<file path="config.mk">
export PLATFORM = sky130hd
export DESIGN_NAME = lin_serial_status_control
export DESIGN_NICKNAME = d
export VERILOG_FILES = /design/src/common/lin_serial_pkg.sv /design/src/rtl/lin_serial_status_control.sv
export SDC_FILE = /design/constraint.sdc
export NUM_CORES = 1
export LEC_CHECK = 0
export ABC_AREA = 1
export ABC_CLOCK_PERIOD_IN_PS = 2550
export BUFFER_PORTS_ARGS = -buffer_cell sky130_fd_sc_hd__buf_2
export CAP_MARGIN = 20
export CORE_ASPECT_RATIO = 1.4
export CORE_MARGIN = 2
export CORE_UTILIZATION = 56
export DETAILED_ROUTE_END_ITERATION = 10
export GPL_ROUTABILITY_DRIVEN = 0
export PLACE_DENSITY = 0.8
export SYNTH_ARGS = -nofsm -noshare
export SYNTH_HDL_FRONTEND = slang
export SYNTH_SLANG_ARGS = --single-unit
</file>
<file path="constraint.sdc">
create_clock -name ref_clk -period 2.55 [get_ports ref_clk]
set_input_delay 0 -clock ref_clk [delete_from_list [all_inputs] [get_ports ref_clk]]
set_output_delay 0 -clock ref_clk [all_outputs]
set_load 0.05 [all_outputs]
</file>
<file path="src/common/lin_serial_pkg.sv">
// Constants for the LIN serial status and first control register block.
// Assumes a 100 MHz register clock and an AXI4-Lite master with 32-bit data.
package lin_serial_pkg;
  localparam int CLK_HZ = 100_000_000;
  localparam int BAUD_RATE = 19200;
  localparam int OVERSAMPLE = 16;
  localparam int TICK_CYCLES = CLK_HZ / (BAUD_RATE * OVERSAMPLE);

  // Register byte offsets
  localparam logic [7:0] OFS_STATUS = 8'h00;
  localparam logic [7:0] OFS_DATA = 8'h04;
  localparam logic [7:0] OFS_CONTROL_ONE = 8'h08;
  localparam logic [7:0] OFS_LIN_CONFIG = 8'h0C;
  localparam logic [7:0] OFS_IRQ_STATUS = 8'h10;
  localparam logic [7:0] OFS_IRQ_MASK = 8'h14;

  // Status register bits
  localparam int ST_PARITY = 0;
  localparam int ST_FRAMING = 1;
  localparam int ST_NOISE = 2;
  localparam int ST_HEADER = 3;
  localparam int ST_TX_BUSY = 4;
  localparam int ST_RX_READY = 5;

  // Control register one bits
  localparam int C1_RX_NINTH = 7;
  localparam int C1_TX_NINTH = 6;
  localparam int C1_POWER_DOWN = 5;
  localparam int C1_WORD_LEN = 4;
  localparam int C1_WAKE = 3;
  localparam int C1_PARITY_CHECK = 2;
  localparam int C1_RESERVED = 1;
  localparam int C1_PARITY_IRQ = 0;
  localparam logic [7:0] C1_RESET = 8'h00;

  // LIN configuration bits
  localparam int LC_LIN_ENABLE = 0;
  localparam int LC_SLAVE = 1;
  localparam int LC_HEADER_METHOD = 2;
  localparam int LC_LIN_PARITY = 3;
  localparam logic [3:0] LC_RESET = 4'h0;

  // Interrupt event bits
  localparam int EV_RX_DONE = 0;
  localparam int EV_FRAMING = 1;
  localparam int EV_PARITY = 2;
  localparam int EV_BREAK = 3;
  localparam logic [3:0] IRQ_RESET = 4'h0;

  // Receive sample points within a bit, data bit counts and header countdown values
  localparam logic [3:0] SAMPLE_FIRST = 4'h7;
  localparam logic [3:0] SAMPLE_LAST = 4'h9;
  localparam logic [3:0] BIT_END = 4'hF;
  localparam logic [3:0] DATA_BITS_8 = 4'h8;
  localparam logic [3:0] DATA_BITS_9 = 4'h9;
  localparam logic [1:0] HDR_EXPECT_SYNC = 2'h2;
  localparam logic [1:0] HDR_EXPECT_ID = 2'h1;

  localparam logic [1:0] RESP_OKAY = 2'h0;
  localparam logic [1:0] RESP_SLVERR = 2'h2;

  typedef enum logic [0:0] {LINE_IDLE = 1'b0, LINE_FRAME = 1'b1} line_state_t;
endpackage

</file>
<file path="src/rtl/lin_serial_status_control.sv">
// UART core with LIN status flags, first control register and AXI4-Lite slave.
// Assumes rxd is asynchronous to ref_clk; all other inputs are on ref_clk.
`timescale 1ns/1ns
module lin_serial_status_control #(
  parameter int ADDR_WIDTH = 8,
  parameter logic [8:0] TICK_DIV = 9'(lin_serial_pkg::TICK_CYCLES)
)(
  input wire logic ref_clk,
  input wire logic resetn,
  input wire logic [ADDR_WIDTH-1:0] awaddr,
  input wire logic [2:0] awprot,
  input wire logic awvalid,
  output logic awready,
  input wire logic [31:0] wdata,
  input wire logic [3:0] wstrb,
  input wire logic wvalid,
  output logic wready,
  output logic [1:0] bresp,
  output logic bvalid,
  input wire logic bready,
  input wire logic [ADDR_WIDTH-1:0] araddr,
  input wire logic [2:0] arprot,
  input wire logic arvalid,
  output logic arready,
  output logic [31:0] rdata,
  output logic [1:0] rresp,
  output logic rvalid,
  input wire logic rready,
  input wire logic rxd,
  output logic txd,
  output logic irq,
  output logic wakeAddressMark
);
  typedef struct packed {
    logic syncA;
    logic syncB;
    logic [8:0] tickCnt;
    lin_serial_pkg::line_state_t rxState;
    logic [3:0] rxOs;
    logic [3:0] rxIdx;
    logic [2:0] rxSamp;
    logic [8:0] rxShift;
    logic rxNoise;
    logic rxOnes;
    lin_serial_pkg::line_state_t txState;
    logic [3:0] txOs;
    logic [3:0] txIdx;
    logic [10:0] txShift;
    logic txd;
    logic [7:0] ctrl;
    logic [3:0] cfg;
    logic nf;
    logic fe;
    logic pe;
    logic hdf;
    logic [7:0] rxData;
    logic rxReady;
    logic armed;
    logic [1:0] hdrCnt;
    logic [3:0] irqStat;
    logic [3:0] irqMask;
    logic irq;
    logic wake;
    logic awready;
    logic wready;
    logic bvalid;
    logic [1:0] bresp;
    logic arready;
    logic rvalid;
    logic [1:0] rresp;
    logic [31:0] rdata;
  } state_t;

  state_t s;
  state_t next_s;
  logic tick;
  logic stopped;
  logic lin;
  logic slave;
  logic vote;
  logic brk;
  logic [3:0] nb;
  logic [8:0] word;
  logic [7:0] dat;
  logic parErr;
  logic wrTake;
  logic rdTake;
  logic [7:0] wa;
  logic [7:0] ra;

  always_comb
  begin
    next_s = s;
    tick = 1'b0;
    vote = 1'b0;
    brk = 1'b0;
    parErr = 1'b0;
    word = 9'h000;
    dat = 8'h00;
    lin = s.cfg[lin_serial_pkg::LC_LIN_ENABLE];
    slave = s.cfg[lin_serial_pkg::LC_SLAVE];
    // Word length fixes the data bit count; software keeps it steady
    nb = s.ctrl[lin_serial_pkg::C1_WORD_LEN] ? lin_serial_pkg::DATA_BITS_9
                                           : lin_serial_pkg::DATA_BITS_8;
    // Stop only between frames so a running byte always completes
    stopped = s.ctrl[lin_serial_pkg::C1_POWER_DOWN] && s.rxState == lin_serial_pkg::LINE_IDLE
              && s.txState == lin_serial_pkg::LINE_IDLE;
    wa = 8'(awaddr);
    ra = 8'(araddr);
    wrTake = s.awready && awvalid && s.wready && wvalid;
    rdTake = s.arready && arvalid;
    next_s.syncA = rxd;
    next_s.syncB = s.syncA;

    if (stopped)
    begin
      next_s.tickCnt = 9'h000;
    end
    else if (s.tickCnt == TICK_DIV - 9'h001)
    begin
      next_s.tickCnt = 9'h000;
      tick = 1'b1;
    end
    else
    begin
      next_s.tickCnt = s.tickCnt + 9'h001;
    end

    // Bus write: address and data are taken in the same cycle
    next_s.awready = awvalid && wvalid && !s.awready && !s.bvalid;
    next_s.wready = awvalid && wvalid && !s.awready && !s.bvalid;
    if (s.bvalid && bready)
    begin
      next_s.bvalid = 1'b0;
    end
    if (wrTake)
    begin
      next_s.bvalid = 1'b1;
      next_s.bresp = lin_serial_pkg::RESP_OKAY;
      if (wa == lin_serial_pkg::OFS_STATUS)
      begin
        next_s.bresp = lin_serial_pkg::RESP_OKAY;
      end
      else if (wa == lin_serial_pkg::OFS_DATA)
      begin
        if (s.armed)
        begin
          next_s.pe = 1'b0;
          next_s.armed = 1'b0;
        end
        if (wstrb[0] && s.txState == lin_serial_pkg::LINE_IDLE
            && !s.ctrl[lin_serial_pkg::C1_POWER_DOWN])
        begin
          next_s.txState = lin_serial_pkg::LINE_FRAME;
          next_s.txOs = 4'h0;
          next_s.txIdx = 4'h0;
          next_s.txShift = {1'b1, s.ctrl[lin_serial_pkg::C1_WORD_LEN]
                            ? s.ctrl[lin_serial_pkg::C1_TX_NINTH] : 1'b1,
                            wdata[7:0], 1'b0};
        end
      end
      else if (wa == lin_serial_pkg::OFS_CONTROL_ONE)
      begin
        if (wstrb[0])
        begin
          next_s.ctrl[6:2] = wdata[6:2];
          next_s.ctrl[lin_serial_pkg::C1_RESERVED] = 1'b0;
          next_s.ctrl[lin_serial_pkg::C1_PARITY_IRQ] = wdata[0];
        end
      end
      else if (wa == lin_serial_pkg::OFS_LIN_CONFIG)
      begin
        if (wstrb[0])
        begin
          next_s.cfg = wdata[3:0];
        end
      end
      else if (wa == lin_serial_pkg::OFS_IRQ_STATUS)
      begin
        if (wstrb[0])
        begin
          next_s.irqStat = s.irqStat & ~wdata[3:0];
        end
      end
      else if (wa == lin_serial_pkg::OFS_IRQ_MASK)
      begin
        if (wstrb[0])
        begin
          next_s.irqMask = wdata[3:0];
        end
      end
      else
      begin
        next_s.bresp = lin_serial_pkg::RESP_SLVERR;
      end
    end

    // Bus read
    next_s.arready = arvalid && !s.arready && !s.rvalid;
    if (s.rvalid && rready)
    begin
      next_s.rvalid = 1'b0;
    end
    if (rdTake)
    begin
      next_s.rvalid = 1'b1;
      next_s.rresp = lin_serial_pkg::RESP_OKAY;
      next_s.rdata = 32'h0000_0000;
      if (ra == lin_serial_pkg::OFS_STATUS)
      begin
        next_s.rdata[lin_serial_pkg::ST_PARITY] = s.pe;
        next_s.rdata[lin_serial_pkg::ST_FRAMING] = s.fe;
        next_s.rdata[lin_serial_pkg::ST_NOISE] = s.nf;
        next_s.rdata[lin_serial_pkg::ST_HEADER] = s.hdf;
        next_s.rdata[lin_serial_pkg::ST_TX_BUSY] = s.txState == lin_serial_pkg::LINE_FRAME;
        next_s.rdata[lin_serial_pkg::ST_RX_READY] = s.rxReady;
        next_s.armed = 1'b1;
      end
      else if (ra == lin_serial_pkg::OFS_DATA)
      begin
        next_s.rdata[7:0] = s.rxData;
        if (s.armed)
        begin
          next_s.fe = 1'b0;
          next_s.pe = 1'b0;
          next_s.nf = 1'b0;
          next_s.hdf = 1'b0;
          next_s.rxReady = 1'b0;
          next_s.armed = 1'b0;
        end
      end
      else if (ra == lin_serial_pkg::OFS_CONTROL_ONE)
      begin
        next_s.rdata[7:0] = s.ctrl;
      end
      else if (ra == lin_serial_pkg::OFS_LIN_CONFIG)
      begin
        next_s.rdata[3:0] = s.cfg;
      end
      else if (ra == lin_serial_pkg::OFS_IRQ_STATUS)
      begin
        next_s.rdata[3:0] = s.irqStat;
      end
      else if (ra == lin_serial_pkg::OFS_IRQ_MASK)
      begin
        next_s.rdata[3:0] = s.irqMask;
      end
      else
      begin
        next_s.rresp = lin_serial_pkg::RESP_SLVERR;
      end
    end

    // Transmitter, LSB first, sixteen ticks per bit
    if (s.txState == lin_serial_pkg::LINE_FRAME && tick)
    begin
      next_s.txOs = s.txOs + 4'h1;
      if (s.txOs == lin_serial_pkg::BIT_END)
      begin
        next_s.txShift = {1'b1, s.txShift[10:1]};
        next_s.txIdx = s.txIdx + 4'h1;
        if (s.txIdx == nb + 4'h1)
        begin
          next_s.txState = lin_serial_pkg::LINE_IDLE;
        end
      end
    end
    next_s.txd = next_s.txState == lin_serial_pkg::LINE_FRAME ? next_s.txShift[0] : 1'b1;

    // Receiver; sets come after bus clears so an event in the clear cycle wins
    if (s.rxState == lin_serial_pkg::LINE_IDLE)
    begin
      if (tick && !s.syncB)
      begin
        next_s.rxState = lin_serial_pkg::LINE_FRAME;
        next_s.rxOs = 4'h0;
        next_s.rxIdx = 4'h0;
        next_s.rxNoise = 1'b0;
        next_s.rxOnes = 1'b0;
      end
    end
    else if (tick)
    begin
      next_s.rxOs = s.rxOs + 4'h1;
      if (s.rxOs >= lin_serial_pkg::SAMPLE_FIRST && s.rxOs <= lin_serial_pkg::SAMPLE_LAST)
      begin
        next_s.rxSamp = {s.rxSamp[1:0], s.syncB};
      end
      if (s.rxOs == lin_serial_pkg::BIT_END)
      begin
        vote = (s.rxSamp[0] & s.rxSamp[1]) | (s.rxSamp[0] & s.rxSamp[2])
               | (s.rxSamp[1] & s.rxSamp[2]);
        if (s.rxSamp != 3'b000 && s.rxSamp != 3'b111)
        begin
          next_s.rxNoise = 1'b1;
        end
        next_s.rxIdx = s.rxIdx + 4'h1;
        if (s.rxIdx == 4'h0 && vote)
        begin
          next_s.rxState = lin_serial_pkg::LINE_IDLE;
        end
        else if (s.rxIdx != 4'h0 && s.rxIdx <= nb)
        begin
          next_s.rxShift = {vote, s.rxShift[8:1]};
          next_s.rxOnes = s.rxOnes | vote;
        end
        else if (s.rxIdx == nb + 4'h1)
        begin
          next_s.rxState = lin_serial_pkg::LINE_IDLE;
          brk = !vote && !s.rxOnes;
          if (!vote && !(lin && slave && brk))
          begin
            next_s.fe = 1'b1;
            next_s.irqStat[lin_serial_pkg::EV_FRAMING] = 1'b1;
          end
          if (next_s.rxNoise && !(lin && slave))
          begin
            next_s.nf = 1'b1;
          end
          if (brk)
          begin
            if (lin && slave && !s.cfg[lin_serial_pkg::LC_HEADER_METHOD])
            begin
              next_s.hdf = 1'b1;
            end
            if (lin)
            begin
              next_s.hdrCnt = lin_serial_pkg::HDR_EXPECT_SYNC;
            end
            next_s.irqStat[lin_serial_pkg::EV_BREAK] = 1'b1;
          end
          else
          begin
            word = s.ctrl[lin_serial_pkg::C1_WORD_LEN] ? s.rxShift : {1'b0, s.rxShift[8:1]};
            dat = word[7:0];
            if (s.cfg[lin_serial_pkg::LC_LIN_PARITY])
            begin
              // Identifier byte: bit 6 and bit 7 protect the six id bits
              parErr = s.hdrCnt == lin_serial_pkg::HDR_EXPECT_ID
                       && (dat[6] != (dat[0] ^ dat[1] ^ dat[2] ^ dat[4])
                       || dat[7] != !(dat[1] ^ dat[3] ^ dat[4] ^ dat[5]));
            end
            else
            begin
              parErr = ^word;
            end
            if (parErr && s.ctrl[lin_serial_pkg::C1_PARITY_CHECK])
            begin
              next_s.pe = 1'b1;
              next_s.irqStat[lin_serial_pkg::EV_PARITY] = 1'b1;
            end
            if (s.hdrCnt != 2'h0)
            begin
              next_s.hdrCnt = s.hdrCnt - 2'h1;
            end
            next_s.rxData = dat;
            next_s.ctrl[lin_serial_pkg::C1_RX_NINTH] =
              s.ctrl[lin_serial_pkg::C1_WORD_LEN] ? s.rxShift[8]
                                                  : s.ctrl[lin_serial_pkg::C1_RX_NINTH];
            next_s.rxReady = 1'b1;
            next_s.irqStat[lin_serial_pkg::EV_RX_DONE] = 1'b1;
          end
        end
      end
    end

    next_s.wake = next_s.cfg[lin_serial_pkg::LC_LIN_ENABLE]
                  | next_s.ctrl[lin_serial_pkg::C1_WAKE];
    next_s.irq = (|(next_s.irqStat & next_s.irqMask))
                 | (next_s.pe & next_s.ctrl[lin_serial_pkg::C1_PARITY_IRQ]);
  end

  always_ff @(posedge ref_clk or negedge resetn)
  begin
    if (!resetn)
    begin
      s <= '0;
      s.syncA <= 1'b1;
      s.syncB <= 1'b1;
      s.txd <= 1'b1;
      s.ctrl <= lin_serial_pkg::C1_RESET;
      s.cfg <= lin_serial_pkg::LC_RESET;
      s.irqStat <= lin_serial_pkg::IRQ_RESET;
      s.irqMask <= lin_serial_pkg::IRQ_RESET;
    end
    else
    begin
      s <= next_s;
    end
  end

  assign awready = s.awready;
  assign wready = s.wready;
  assign bvalid = s.bvalid;
  assign bresp = s.bresp;
  assign arready = s.arready;
  assign rvalid = s.rvalid;
  assign rresp = s.rresp;
  assign rdata = s.rdata;
  assign txd = s.txd;
  assign irq = s.irq;
  assign wakeAddressMark = s.wake;

  chk_noise_slave: assert property (@(posedge ref_clk) disable iff (!resetn)
    $rose(s.nf) |-> $past(!(s.cfg[lin_serial_pkg::LC_LIN_ENABLE] && s.cfg[lin_serial_pkg::LC_SLAVE])))
    else $error("noise flag set in LIN slave role");
  chk_slave_framing: assert property (@(posedge ref_clk) disable iff (!resetn)
    $rose(s.fe) && $past(s.cfg[lin_serial_pkg::LC_LIN_ENABLE] && s.cfg[lin_serial_pkg::LC_SLAVE])
    |-> $past(s.rxOnes))
    else $error("slave framing error without a recessive bit");
  chk_break_header: assert property (@(posedge ref_clk) disable iff (!resetn)
    $rose(s.hdf) |-> !$rose(s.fe))
    else $error("break raised framing error in slave role");
  chk_framing_clear: assert property (@(posedge ref_clk) disable iff (!resetn)
    $fell(s.fe) |-> $past(s.armed && rdTake && ra == lin_serial_pkg::OFS_DATA))
    else $error("framing flag cleared outside the read sequence");
  chk_parity_clear: assert property (@(posedge ref_clk) disable iff (!resetn)
    $fell(s.pe) |-> $past(s.armed && ((rdTake && ra == lin_serial_pkg::OFS_DATA)
                                      || (wrTake && wa == lin_serial_pkg::OFS_DATA))))
    else $error("parity flag cleared outside the access sequence");
  chk_parity_enable: assert property (@(posedge ref_clk) disable iff (!resetn)
    $rose(s.pe) |-> $past(s.ctrl[lin_serial_pkg::C1_PARITY_CHECK]))
    else $error("parity flag set with checking off");
  chk_parity_irq: assert property (@(posedge ref_clk) disable iff (!resetn)
    s.pe && s.ctrl[lin_serial_pkg::C1_PARITY_IRQ] |-> irq)
    else $error("parity interrupt missing");
  chk_wake_lin: assert property (@(posedge ref_clk) disable iff (!resetn)
    s.cfg[lin_serial_pkg::LC_LIN_ENABLE] |-> wakeAddressMark)
    else $error("wake method not replaced by LIN enable");
  chk_powerdown_idle: assert property (@(posedge ref_clk) disable iff (!resetn)
    stopped |=> txd && s.tickCnt == 9'h000)
    else $error("prescaler or output running while powered down");
endmodule

</file>
## Yosys cells after proc, flatten, opt, wreduce, memory -nomap -nowiden

Index checks and enable logic that the tools add are counted.

- Bits in registers: 108
- Word-level logic and storage cells: 297

- Add/subtract/negate cells: 7
- $lt $le $gt $ge: 3
- Equal/unequal tests: 25
- Muxes and demuxes: 129
- Bitwise gates (word level): 26
- Reductions and logical operators: 68

Operators by type and width:

| cell | number |
|---|---|
| $mux W4 | 26 |
| $mux W20 | 5 |
| $mux W13 | 6 |
| $mux W8 | 9 |
| $mux W9 | 8 |
| $mux W1 | 47 |
| $mux W2 | 21 |
| $mux W35 | 1 |
| $eq A8 B4 Y1 const B | 4 |
| $eq A8 B5 Y1 const B | 4 |
| $logic_and A1 B1 Y1 | 29 |
| $mux W23 | 1 |
| $add A4 B1 Y4 const B | 5 |
| $eq A8 B3 Y1 const B | 2 |
| $logic_not A8 Y1 | 2 |
| $reduce_and A8 Y1 | 2 |
| $reduce_bool A2 Y1 | 8 |
| $mux W15 | 1 |
| $reduce_and A5 Y1 | 3 |
| $logic_not A1 Y1 | 12 |
| $mux W11 | 1 |
| $add A9 B1 Y9 const B | 1 |
| $eq A9 B9 Y1 const B | 1 |
| $reduce_xor A9 Y1 | 1 |
| 29 further kinds | 58 |

## Longest topological paths before layout

- Depth in word-level cells: 28
- Mapped depth: 17
- Depth with buffers taken out: 17

## Least setup slack after synthesis

OpenSTA, ideal clock, no wires.

- Path kind: reg2reg
- Start: reg s, in the netlist wready
- End: reg s[89] in the netlist's numbering
- Library setup time: 0.090 ns
- Arrival: 1.876 ns
- Data required time: 2.460 ns
- Slack: 0.584 ns
- Cell stages (with the launch flop): 8
- Buffers on the path: 1
- Period minus slack after synthesis: 1.966 ns
- Path through: dfrtp_1 nand3_1 a31oi_1 nand3_1 nor2_1 clkbuf_1 o21ai_0 o221ai_1

RTL lines:

| what | RTL line | RTL |
|---|---|---|
| from (decl) | lin_serial_status_control.sv:74 | `state_t s;` |
| from (signal assigned) | lin_serial_status_control.sv:388 | `s <= next_s;` |

==> flow_summary.ini <==
[yosys]
synth_compound_area_frac = 0.109
yosys.area_share.simple = 0.284
synth_top_family_by_area = simple AND/OR/NAND/NOR gates
synthAdderAreaFrac = 0.0256
syn-cell-area_um2 = 5870
synthMuxAreaShare = 0
avgSynthCellArea_um2 = 7.85
ys_warn_count = 0
syn_inst = 748
ys_seq_area_frac = 0.452
ys_seq_elements = 106
synthDistinctLibCells = 49
synth-xor-area-share = 0.00746

[die]
std_cell_rows = 44
die_h_um = 125
ios = 110
die_area_um2 = 11300
start_util = 0.570
fp.dieW_um = 90.5
coreArea_um2 = 10300

[cts]
cts_tree = yes
cts_buffer_depth = 2
cts_buffers = 9
cts.clk_slew.worst_paths_ns = 0.07
clock-root-buffer = clkbuf_16
clk-insertion-delay-late_ns = 0.34
h-tree-depth = 3
post_cts_resized = 0
cts.sinks = 106

[sta]
fin_skew_ns = 0.00568
tightest_slew_ns = 0.820
finalMaxSlewViolations = 0
max_freq_mhz = 471
slew_headroom = 0.453
min_period_over_period = 0.832
finalCriticalPeriod_ns = 2.12
grt_setup_unrepaired = false
hold_viol = 0
finalSetupTns_ns = 0
setup_viol = 0

[route]
drt_first_pass_iters = 6
drt_iter0_markers = 306
wl_met2_um = 6580
top_layer_used = met4
dr_wl_met3_um = 681
vias_per_cell = 5.32
met1Wirelength_um = 5170
wl_per_cell_um = 13.6
wl_um = 12900
drc_errors = 0
vias = 5050
antenna_left = 0

[layout]
layout-drive-gt1-share = 0.134
synthToLayoutAreaGrowth_pct = 11.5
final_cell_mix = 233 x nand2_1, 103 x dfrtp_1, 91 x inv_1
diodes = 0
fin_nets = 884
mostFrequentLayoutCell = nand2_1

[critical_path]
cp_common_cell = nand2_1
cp_max_fo = 7
cp.arrival_ns = 2.40
cp_slowest_cell = dfrtp_1
cp.required_ns = 2.83
cp_cell_sequence = inv_1, ha_1, nand2_1, nor3_1, nand3_2, nor2_1, nand4_1, nor2_1, nand3_1, nand2_1, nand2_1, nand3_1
criticalPathCategory = reg -> reg
endpoint_kind = flop
worstSetupStartpointType = flop
slowest_delay_ns = 0.40

[global_routing]
grt_pass1_vias = 4807
grt_pass1_wl_um = 21700
track_usage = 0.234
antenna_found_initial = 0
grt_start_max_net_pins = 66
grt-ovfl-total = 0

[power]
irDropWorstVdd_v = 0.000286
p_leak_uw = 0.00333
p_per_area_nw_per_um2 = 527
power_uw = 3450

[run]
cap_viol_max_count = 0

[placement]
hpwl_um = 9360
io_buffers = 50

[worst_hold_path]
hold_class = in -> reg

[run_status]
outcome = finished, final reports clean
-- what timing repair did --
item | CTS | global route
hold endpoints to repair | 77 | 0
setup buffers | 0 | 0
hold buffers | 15 | 0
endpoints found under the setup margin | 0 | 0
-- critical path: cells and delay by family, from the launching register on --
family | cells | cell delay [ns]
buffers and inverters | 1 | 0.08
flip-flops | 1 | 0.40
AND/OR/NAND/NOR | 10 | 1.42
adder cells (fa/ha/maj) | 1 | 0.15
-- layout make-up --
| type | instances | area, um2 |
|---|---|---|
| fill | 857 | 3750 |
| sequential | 106 | 2660 |
| timing repair buffer | 69 | 445 |
| tap | 138 | 173 |
| clock inverter | 5 | 57.6 |
| inverter | 97 | 365 |
| clock buffer | 11 | 253 |
| multi-input combinational | 523 | 2600 |
-- cell usage after synthesis, drive strengths merged --
master	n	area, um2
xnor2	2	17.5
a22oi	1	7.51
o41ai	2	17.5
nand2	238	921
xor2	3	26.3
dfrtp	103	2580
o21ai	59	329
nor3	19	105
a211oi	2	15.0
dfstp	3	78.8
and3	1	6.26
a21oi	19	95.1
o211ai	2	15.0
or2	2	12.5
clkinv	1	5.00
a221oi	2	17.5
clkbuf	3	12.5
o221ai	10	87.6
o2111ai	1	8.76
a22o	1	8.76
nor3b	4	40.0
nor2	55	235
nand4	6	52.6
inv	96	360
o22ai	1	6.26
nor4	5	58.8
conb	1	3.75
buf	44	333
ha	12	150
a32o	2	20.0
nand3	46	235
a31oi	2	12.5
-- flip-flops by register name, indices dropped and copies added, names as in the netlist --
signal / count
lin: 1
wakeAddressMark: 1
s: 87
txd: 1
bvalid: 1
rresp: 1
wready: 1
next_s: 1
rvalid: 1
irq: 1
bresp: 1
arready: 1
rdata: 8
-- worst paths after layout --
kind / slack [ns] / end / cells past startpoint / from
max: 0.43 / irq$_DFF_PN0_ / 12 / s[123]$_DFF_PN0_
min in group asynchronous: 0.27 / s[123]$_DFF_PN0_ / 2 / resetn
min reg2reg: 0.36 / s[132]$_DFF_PN1_ / 0 / next_s[132]$_DFF_PN1_
max reg2reg: 0.43 / irq$_DFF_PN0_ / 12 / s[123]$_DFF_PN0_
max in group asynchronous: 1.56 / rdata[5]$_DFFE_PN0P_ / 3 / resetn
min: 0.07 / bresp[1]$_DFFE_PN0P_ / 4 / wvalid
-- cells by family (layout without fill, tap and decap cells) --
family / after synthesis / count (layout)
other: 1 / 26
flip-flops: 106 / 106
XOR/XNOR: 5 / 5
adder cells (fa/ha/maj): 12 / 12
AO/OA/AOI/OAI: 104 / 104
AND/OR/NAND/NOR: 376 / 376
buffers and inverters: 144 / 182
-- power by group --
part / total [uW] / internal [uW] / switching, uW
Combinational: 304 / 64.9 / 239
Sequential: 1710 / 1700 / 10.5
Clock: 1440 / 819 / 618
-- stage by stage --
stage / util / instance area, um2 / setup WS, ns / std cells / hold WS (ns)
6_report: 0.636 / 6550 / 0.429 / 949 / 0.0655
5_1_grt: 0.636 / 6550 / 0.158 / 949 / 0.103
4_1_cts: 0.636 / 6550 / 0.425 / 949 / 0.0547
3_5_place_dp: 0.591 / 6090 / 0.428 / 918 / 0.108
3_3_place_gp: 0.591 / 6090 / 0.487 / 918 / 0.107
2_1_floorplan: - / 5970 / 0.584 / 773 / -0.296
-- layer usage --
metal | track usage | up-vias
met5 | 0 | -
met4 | 0.120 | 0
met3 | 0.0428 | 34
met2 | 0.401 | 172
met1 | 0.280 | 2381
li1 | - | 2463
Note: power is estimated with default switching activity, not from simulation.
